<file path="src/shared/rsc_pkg.sv">
// Package: register map, field positions, reset values and timing for the reset cause block
package rsc_pkg;

	// Register addresses in the special-function-register space
	localparam logic [7:0] RSC_ADDR_CAUSE  = 8'hef;
	localparam logic [7:0] RSC_ADDR_SUPPLY = 8'hff;

	// Field positions of reset_cause_register
	localparam int RSC_BIT_FLASH = 6;
	localparam int RSC_BIT_COMP  = 5;
	localparam int RSC_BIT_SW    = 4;
	localparam int RSC_BIT_WDT   = 3;
	localparam int RSC_BIT_MCD   = 2;
	localparam int RSC_BIT_POR   = 1;
	localparam int RSC_BIT_PIN   = 0;

	// Field positions of supply_monitor_control
	localparam int RSC_BIT_SUP_EN    = 7;
	localparam int RSC_BIT_SUP_LEVEL = 6;

	// Values after reset
	localparam logic RSC_COMP_EN_RST = 1'b0;
	localparam logic RSC_MCD_EN_RST  = 1'b0;
	localparam logic RSC_SUP_EN_POR  = 1'b1;
	localparam logic RSC_SUP_SEL_POR = 1'b1;
	localparam logic [7:0] RSC_RDATA_RST = 8'h00;

	// Synchroniser reset levels: {pin_n, comp_n, missing_clk, supply_above}
	localparam logic [3:0] RSC_SYNC_RST = 4'hd;

	// Supply monitor settling time after enable
	localparam int RSC_CLK_PERIOD_NS = 8;
	localparam int RSC_SETTLE_NS     = 2000;
	localparam int RSC_SETTLE_CYCLES = (RSC_SETTLE_NS + RSC_CLK_PERIOD_NS - 1) / RSC_CLK_PERIOD_NS;
	localparam int RSC_SETTLE_W      = 16;

	// Reset cause flags, packed in register bit order 6..0
	typedef struct packed {
		logic flash;
		logic comp;
		logic sw;
		logic wdt;
		logic clock_loss_detector;
		logic por;
		logic pin;
	} rsc_cause_s;

	// Cause record after a power-on: only the supply flag is meaningful
	localparam rsc_cause_s RSC_CAUSE_POR = '{flash: 1'b0, comp: 1'b0, sw: 1'b0, wdt: 1'b0,
		clock_loss_detector: 1'b0, por: 1'b1, pin: 1'b0};

	// Supply settling states, Gray coded along off -> settling -> stable
	typedef enum logic [1:0] {
		RSC_SUP_OFF      = 2'b00,
		RSC_SUP_SETTLING = 2'b01,
		RSC_SUP_STABLE   = 2'b11
	} rsc_sup_state_e;

endpackage

</file>
<file path="src/core/rsc_top.sv">
// Reset cause recording, reset source enables and supply monitor control
//
// Functional notes
// - Bit 6 reads one after a flash error reset.
// - Bit 5 reads one after a comparator reset, else zero.
// - Writing one to bit 5 enables active-low comparator as reset source.
// - Writing one to bit 4 forces a system reset at once.
// - Bit 4 reads one after a software forced reset.
// - Bit 3 reads one after a watchdog overflow reset.
// - Bit 2 reads one after a missing-clock timeout reset.
// - Writing one to bit 2 enables clock loss detector, which then resets.
// - Bit 1 reads one after power-on or supply monitor reset.
// - Writing one to bit 1 selects supply monitor as reset source.
// - Bit 0 reads one after an external pin reset.
// - Reads return reset cause; writes only set source enables.
// - Other cause flags are indeterminate while the supply flag reads one.
// - Selecting an unstable or disabled monitor may reset; enable it first.
// - Supply control bit 7 switches the monitor off or on.
// - Enabled monitor resets only when also selected as reset source.
// - Supply control bit 6 shows live monitor output, one above threshold.
// - Any non power-on, non supply reset clears the supply flag.
// - Device resets keep monitor enable and selection unchanged.
// - Power-on leaves monitor enabled and selected as reset source.
`timescale 1ns/1ps
module rsc_top (
	// Clock and resets
	input  wire logic       core_clk,
	input  wire logic       rst_n,
	input  wire logic       por_n,
	// Special-function-register access
	input  wire logic [7:0] sfr_addr,
	input  wire logic       sfr_wr,
	input  wire logic       sfr_rd,
	input  wire logic [7:0] sfr_wdata,
	output logic      [7:0] sfr_rdata,
	// Reset events from same-clock logic
	input  wire logic       wdt_overflow,
	input  wire logic       flash_fault,
	// Asynchronous inputs from pins and analog circuits
	input  wire logic       ext_rst_pin_n,
	input  wire logic       comp_out_n,
	input  wire logic       clock_missing,
	input  wire logic       supply_above,
	// Controls to analog circuits and reset generator
	output logic            supply_monitor_enable,
	output logic            clock_loss_detector_en,
	output logic            comparator_reset_en,
	output logic            sys_reset_req
);

	// Address match, used by both the read and write paths
	function automatic logic addr_hit(input logic [7:0] a, input logic [7:0] r);
		addr_hit = (a == r);
	endfunction

	logic [1:0]          rst_pipe_reg;
	logic [1:0]          por_pipe_reg;
	wire                 dev_rst_n;
	wire                 por_rst_n;
	logic [3:0]          async_in;
	logic [3:0]          sync_out;
	wire                 pin_n_s;
	wire                 comp_n_s;
	wire                 missing_s;
	wire                 above_s;
	logic                run_d_reg;
	wire                 leave_reset;
	rsc_pkg::rsc_cause_s pend_reg;
	rsc_pkg::rsc_cause_s pend_next;
	rsc_pkg::rsc_cause_s cause_reg;
	rsc_pkg::rsc_cause_s new_ev;
	logic                comp_en_reg;
	logic                mcd_en_reg;
	logic                sup_en_reg;
	logic                sup_sel_reg;
	logic [7:0]          rdata_reg;
	logic [7:0]          rdata_next;
	logic                req_reg;
	wire                 sup_stable;
	wire                 wr_ok;
	wire                 wr_cause;
	wire                 wr_supply;
	wire                 sw_force;
	wire                 comp_trip;
	wire                 mcd_trip;
	wire                 sup_trip;

	// Release both resets through two flops
	always_ff @(posedge core_clk or negedge rst_n) begin
		if (!rst_n) begin
			rst_pipe_reg <= 2'h0;
		end else begin
			rst_pipe_reg <= {rst_pipe_reg[0], 1'b1};
		end
	end

	always_ff @(posedge core_clk or negedge por_n) begin
		if (!por_n) begin
			por_pipe_reg <= 2'h0;
		end else begin
			por_pipe_reg <= {por_pipe_reg[0], 1'b1};
		end
	end

	assign dev_rst_n = rst_pipe_reg[1];
	assign por_rst_n = por_pipe_reg[1];

	// Pin and analog inputs, synchronised in the power-on domain
	assign async_in = {ext_rst_pin_n, comp_out_n, clock_missing, supply_above};

	rsc_sync #(
		.W       (4),
		.RST_VAL (rsc_pkg::RSC_SYNC_RST)
	) u_sync (
		.clk     (core_clk),
		.rst_n   (por_rst_n),
		.d_async (async_in),
		.q_sync  (sync_out)
	);

	assign pin_n_s   = sync_out[3];
	assign comp_n_s  = sync_out[2];
	assign missing_s = sync_out[1];
	assign above_s   = sync_out[0];

	// Settling tracker gates the live supply level
	rsc_settle u_settle (
		.clk       (core_clk),
		.por_rst_n (por_rst_n),
		.enable    (sup_en_reg),
		.stable    (sup_stable)
	);

	// Write decode: cause address writes only the enables
	assign wr_ok     = sfr_wr && dev_rst_n;                                    // Ignored in reset
	assign wr_cause  = wr_ok && addr_hit(sfr_addr, rsc_pkg::RSC_ADDR_CAUSE);
	assign wr_supply = wr_ok && addr_hit(sfr_addr, rsc_pkg::RSC_ADDR_SUPPLY);
	assign sw_force  = wr_cause && sfr_wdata[rsc_pkg::RSC_BIT_SW];

	// Reset source trips
	assign comp_trip = comp_en_reg && !comp_n_s;
	assign mcd_trip  = mcd_en_reg && missing_s;
	assign sup_trip  = sup_sel_reg && !(sup_stable && above_s);

	// Events seen this cycle, one flag each
	assign new_ev = '{
		flash: flash_fault,
		comp:  comp_trip,
		sw:    sw_force,
		wdt:   wdt_overflow,
		clock_loss_detector:   mcd_trip,
		por:   sup_trip,
		pin:   !pin_n_s
	};

	// Reset exit: first cycle the released device reset is seen
	assign leave_reset = dev_rst_n && !run_d_reg;

	// Pending causes clear on capture; a new event in that cycle still wins
	assign pend_next = leave_reset ? new_ev : (pend_reg | new_ev);

	// Pending record survives device reset, so the cause is not lost
	always_ff @(posedge core_clk or negedge por_rst_n) begin
		if (!por_rst_n) begin
			pend_reg  <= rsc_pkg::RSC_CAUSE_POR;
			run_d_reg <= 1'b0;
		end else begin
			pend_reg  <= pend_next;
			run_d_reg <= dev_rst_n;
		end
	end

	// Cause capture; a non-supply reset leaves the supply flag clear
	always_ff @(posedge core_clk or negedge por_rst_n) begin
		if (!por_rst_n) begin
			cause_reg <= rsc_pkg::RSC_CAUSE_POR;
		end else if (leave_reset) begin
			cause_reg <= pend_reg;
		end
	end

	// Comparator and clock loss enables return to defaults on any device reset
	always_ff @(posedge core_clk or negedge dev_rst_n) begin
		if (!dev_rst_n) begin
			comp_en_reg <= rsc_pkg::RSC_COMP_EN_RST;
			mcd_en_reg  <= rsc_pkg::RSC_MCD_EN_RST;
		end else if (wr_cause) begin
			comp_en_reg <= sfr_wdata[rsc_pkg::RSC_BIT_COMP];
			mcd_en_reg  <= sfr_wdata[rsc_pkg::RSC_BIT_MCD];
		end
	end

	// Supply enable and selection change only on power-on or writes
	always_ff @(posedge core_clk or negedge por_rst_n) begin
		if (!por_rst_n) begin
			sup_en_reg  <= rsc_pkg::RSC_SUP_EN_POR;
			sup_sel_reg <= rsc_pkg::RSC_SUP_SEL_POR;
		end else begin
			if (wr_supply) begin
				sup_en_reg <= sfr_wdata[rsc_pkg::RSC_BIT_SUP_EN];
			end
			if (wr_cause) begin
				sup_sel_reg <= sfr_wdata[rsc_pkg::RSC_BIT_POR];
			end
		end
	end

	// Reset request, held until the device reset takes effect
	always_ff @(posedge core_clk or negedge dev_rst_n) begin
		if (!dev_rst_n) begin
			req_reg <= 1'b0;
		end else if (sw_force || comp_trip || mcd_trip || sup_trip) begin
			req_reg <= 1'b1;
		end
	end

	// Read mux: cause address always returns the captured cause
	always_comb begin
		rdata_next = 8'h00;
		if (addr_hit(sfr_addr, rsc_pkg::RSC_ADDR_CAUSE)) begin
			rdata_next = {1'b0, cause_reg};
		end else if (addr_hit(sfr_addr, rsc_pkg::RSC_ADDR_SUPPLY)) begin
			rdata_next[rsc_pkg::RSC_BIT_SUP_EN]    = sup_en_reg;
			rdata_next[rsc_pkg::RSC_BIT_SUP_LEVEL] = above_s;
		end
	end

	// Read data register, loaded on a read strobe
	always_ff @(posedge core_clk or negedge dev_rst_n) begin
		if (!dev_rst_n) begin
			rdata_reg <= rsc_pkg::RSC_RDATA_RST;
		end else if (sfr_rd) begin
			rdata_reg <= rdata_next;
		end
	end

	// Outputs
	assign sfr_rdata              = rdata_reg;
	assign supply_monitor_enable  = sup_en_reg;
	assign clock_loss_detector_en = mcd_en_reg;
	assign comparator_reset_en    = comp_en_reg;
	assign sys_reset_req          = req_reg;

endmodule // rsc_top

</file>
<file path="src/core/rsc_sync.sv">
// Two-flop synchroniser bank for asynchronous inputs
`timescale 1ns/1ps
module rsc_sync #(
	parameter int         W       = 4,
	parameter logic [3:0] RST_VAL = 4'h0
) (
	// Clock and reset
	input  wire logic         clk,
	input  wire logic         rst_n,
	// Data
	input  wire logic [W-1:0] d_async,
	output logic      [W-1:0] q_sync
);

	logic [W-1:0] meta_reg;
	logic [W-1:0] sync_reg;

	// One stage pair per bit; first stage feeds only the second
	genvar i;
	generate
		for (i = 0; i < W; i++) begin : g_bit
			always_ff @(posedge clk or negedge rst_n) begin
				if (!rst_n) begin
					meta_reg[i] <= RST_VAL[i];
					sync_reg[i] <= RST_VAL[i];
				end else begin
					meta_reg[i] <= d_async[i];
					sync_reg[i] <= meta_reg[i];
				end
			end
		end
	endgenerate

	assign q_sync = sync_reg;

endmodule // rsc_sync

</file>
<file path="src/core/rsc_settle.sv">
// Supply monitor settling tracker: stable straight after power-on, else only after a fixed wait past enable
`timescale 1ns/1ps
module rsc_settle (
	// Clock and power-on reset
	input  wire logic clk,
	input  wire logic por_rst_n,
	// Monitor control and state
	input  wire logic enable,
	output logic      stable
);

	rsc_pkg::rsc_sup_state_e         state_reg;
	rsc_pkg::rsc_sup_state_e         state_next;
	logic [rsc_pkg::RSC_SETTLE_W-1:0] cnt_reg;
	logic [rsc_pkg::RSC_SETTLE_W-1:0] cnt_next;
	wire                              cnt_done;

	localparam logic [rsc_pkg::RSC_SETTLE_W-1:0] LAST =
		rsc_pkg::RSC_SETTLE_W'(rsc_pkg::RSC_SETTLE_CYCLES - 1);

	assign cnt_done = (cnt_reg == LAST);

	// Next state; power-on already waited, so reset lands in stable
	always_comb begin
		state_next = state_reg;
		cnt_next   = '0;
		case (state_reg)
			rsc_pkg::RSC_SUP_OFF: begin
				if (enable) begin
					state_next = rsc_pkg::RSC_SUP_SETTLING;
				end
			end
			rsc_pkg::RSC_SUP_SETTLING: begin
				cnt_next = cnt_reg + 1'b1;
				if (!enable) begin
					state_next = rsc_pkg::RSC_SUP_OFF;
				end else if (cnt_done) begin
					state_next = rsc_pkg::RSC_SUP_STABLE;
				end
			end
			rsc_pkg::RSC_SUP_STABLE: begin
				if (!enable) begin
					state_next = rsc_pkg::RSC_SUP_OFF;
				end
			end
			default: begin
				state_next = rsc_pkg::RSC_SUP_OFF;
			end
		endcase
	end

	// State and counter flops, cleared only by power-on
	always_ff @(posedge clk or negedge por_rst_n) begin
		if (!por_rst_n) begin
			state_reg <= rsc_pkg::RSC_SUP_STABLE;
			cnt_reg   <= '0;
		end else begin
			state_reg <= state_next;
			cnt_reg   <= cnt_next;
		end
	end

	assign stable = (state_reg == rsc_pkg::RSC_SUP_STABLE) && enable;

endmodule // rsc_settle

</file>
<file path="config.mk">
export PLATFORM = sky130hd
export DESIGN_NAME = rsc_top
export DESIGN_NICKNAME = d
export VERILOG_FILES = /design/src/shared/rsc_pkg.sv /design/src/core/rsc_top.sv /design/src/core/rsc_sync.sv /design/src/core/rsc_settle.sv
export SDC_FILE = /design/constraint.sdc
export NUM_CORES = 1
export LEC_CHECK = 0
export ABC_CLOCK_PERIOD_IN_PS = 1800
export BUFFER_PORTS_ARGS = -buffer_cell sky130_fd_sc_hd__buf_2
export CAP_MARGIN = 10
export CORE_MARGIN = 5
export CORE_UTILIZATION = 45
export DETAILED_ROUTE_END_ITERATION = 10
export GPL_TIMING_DRIVEN = 0
export PLACE_DENSITY = 0.7
export SLEW_MARGIN = 20
export SYNTH_ARGS = -nofsm -noshare
export SYNTH_HDL_FRONTEND = slang
export SYNTH_SLANG_ARGS = --single-unit
</file>
<file path="constraint.sdc">
create_clock -name core_clk -period 1.8 [get_ports core_clk]
set_input_delay 0.36 -clock core_clk [delete_from_list [all_inputs] [get_ports core_clk]]
set_output_delay 0.36 -clock core_clk [all_outputs]
set_load 0.05 [all_outputs]
</file>
==> flow_metrics.env <==
export IMPL_outcome="finished, final reports clean"
export IMPL_grt_pass1_wl_um=7438
export IMPL_start_util_pct=45.86
export IMPL_antenna_found_initial=0
export IMPL_arrival_ns=1.80
export IMPL_largest_register_ffs=16
export IMPL_finalPower_uw=2816
export IMPL_dp_cells=292
export IMPL_grt_pass1_vias=1552
export IMPL_ant_nets=0
export IMPL_drv_cap=0
export IMPL_hold_path_class="in2reg"
export IMPL_num_vias=1549
export IMPL_crit_path_start_kind="flop"
export IMPL_die_area_mm2=0.006672
export IMPL_layout_nets=264
export IMPL_hold_viol=0
export IMPL_fp_coreArea_mm2=0.005042
export IMPL_ys_types=36
export IMPL_drc=0
export IMPL_synth_avg_cell_area_um2=12.50
export IMPL_critical_path_max_stage_delay_ns=0.53
export IMPL_cts_sinks=58
export IMPL_synth_top_area_cell="dfrtp_1"
export IMPL_layoutNonFillerInstCount=310
export IMPL_hpwl_um=3215
export IMPL_drv_slew=0
export IMPL_layout_common_cells="dfrtp_1, buf_2, nor2_1"
export IMPL_whs_path_depth=1
export IMPL_synthArstFlopShare_pct=100.0
export IMPL_io_pins=39
export IMPL_period_needed_ns=1.607
export IMPL_r2r_slack_ns=0.19
export IMPL_yosys_warnings=0
export IMPL_hp_start="comp_out_n"
export IMPL_critPathTopFamily="buffers and inverters"
export IMPL_n_antenna_cell=0
export IMPL_root_buffer="clkbuf_8"
export IMPL_grtUsageTotal_pct=15.26
export IMPL_synth_cells=185
export IMPL_cp_max_fo=10
export IMPL_syn_area_mm2=0.002312
export IMPL_finish_utilization_pct=56.33
export IMPL_worst_r2r_path_depth=4
export IMPL_clk_pin_slew_worst_paths_ns=0.07
export IMPL_die_h_um=81.68
export IMPL_drtIter0Drc=40
export IMPL_grt_max_degree=33
export IMPL_h_tree_depth=3
export IMPL_post_route_period_util_pct=89.30
export IMPL_leakage_uw=0.001292
export IMPL_power_density_mw_per_mm2=991.5
export IMPL_tritoncts="done"
export IMPL_area_growth_pct=22.84
export IMPL_setup_viol=0
export IMPL_fin_worst_skew_ns=0.01096
export IMPL_fmax_mhz=622.1
export IMPL_cts_max_path_buffers=2
export IMPL_numCtsBuffers=9
export IMPL_netlist_area_leader_share_pct=49.78
export IMPL_min_to="u_sync.meta_reg[2]"
export IMPL_path_buf_inv=2
export IMPL_path_class="reg2reg"
export IMPL_yosys_register_bits=58
export IMPL_cts_setup_buffers=0
export IMPL_worstPathRequired_ns=1.99
export IMPL_endpoint_kind="flop"
export IMPL_synth_edf_count=0
export IMPL_viasPerCell=4.997
export IMPL_fp_dieW_um=81.68
export IMPL_final_common_cell="dfrtp_1"
export IMPL_synth_seq_area_share_pct=63.42
export IMPL_drive_gt1_share_pct=35.42
export IMPL_dr_pass1_iters=4
export IMPL_wl_um=4538
export IMPL_cp_cell_sequence="nand2b_1 -> clkbuf_1 -> buf_1 -> nor2_1"
export IMPL_reg2reg_from="u_settle.state_reg[1]"
export IMPL_rows=26
export IMPL_portBuffers=35
export IMPL_gp_congestion=0.7579
export IMPL_clock_latency_ns=0.33
export IMPL_vdd_ir_drop_max_uv=444.7
export IMPL_globalRoute_totalOverflow=0
export IMPL_synth_ff_type="dfrtp_1"
export IMPL_worstReg2RegEnd="u_settle.cnt_reg[7]"
export IMPL_synth_area_leaders="dfrtp_1, dfstp_2, mux2_2"
export IMPL_grt_setup_unrepaired="false"
export IMPL_wl_per_cell_um=14.64
export IMPL_worst_path_max_delay_cell="dfstp_2"
## cells by family after synthesis
family | share of synthesized area [%]
buf+inv | 2.056
fa+ha+maj | 1.082
mux | 6.277
other cells | 0.1622
simple gates | 16.88
compound gates | 5.574
flops | 63.42
xor+xnor | 4.545
## power by group
part           leakage [uW]  switching [uW]  internal (uW)
registers          0.000720            33.4           1360
clock network      0.000109             496            813
logic              0.000463            63.6           53.4
total               0.00129             593           2220
## area by class of cell
type	count	area [um^2]
Inverter	8	30.03
Sequential cell	58	1469
Tap cell	70	87.58
Multi-Input combinational cell	116	802.0
Buffer	4	17.52
Timing Repair Buffer	38	215.2
Clock inverter	5	77.57
Clock buffer	11	141.4
Fill cell	433	2202
## worst max-delay path by stage
stage	from	endpoint	slack (ns)	cells past startpoint
3_3_place_gp	por_pipe_reg[1]	u_sync.q_sync[1]	-0.05	0
3_5_place_dp	rst_pipe_reg[1]	cause_reg[5]	0.10	3
5_1_grt	u_settle.state_reg[1]	u_settle.cnt_reg[11]	0.08	4
2_1_floorplan	rst_pipe_reg[1]	cause_reg[4]	0.35	3
6_report	u_settle.state_reg[1]	u_settle.cnt_reg[7]	0.19	4
4_1_cts	rst_pipe_reg[1]	cause_reg[5]	0.08	3
## cell usage after synthesis (6+ instances only)
master / number
mux2_2: 12
nand2_1: 13
inv_1: 7
a22o_1: 9
nor2_1: 23
dfstp_2: 12
xor2_1: 6
xnor2_1: 6
nand3_1: 12
nand4_1: 7
dfrtp_1: 46
## what timing repair did
item,CTS,global route
endpoints found under the hold margin,4,0
resized for setup,0,1
hold buffers,2,0
setup endpoints to repair,0,3
## metrics by stage
step	cell area [um^2]	setup TNS, ns	hold slack [ns]	setup slack [ns]
floorplan	2316	0	0.06441	0.3531
global placement	2579	-1.380	0.1442	-0.04730
detailed placement	2600	0	0.1474	0.1034
CTS	2839	0	0.1155	0.08481
global route	2840	0	0.1079	0.07553
finish	2840	0	0.1351	0.1926
## routing by layer
| layer | vias up | part of all wire (%) | global-route usage (%) | routed length, um |
|---|---|---|---|---|
| met1 | 751 | 48 | 20.57 | 2191 |
| met2 | 44 | 44 | 21.82 | 2004 |
| met5 | - | 0 | 0 | 0 |
| met3 | 14 | 4.6 | 3.509 | 207 |
| met4 | 0 | 3.0 | 10.30 | 134 |
| li1 | 740 | - | - | - |
Power figures use the tool's default switching activity.
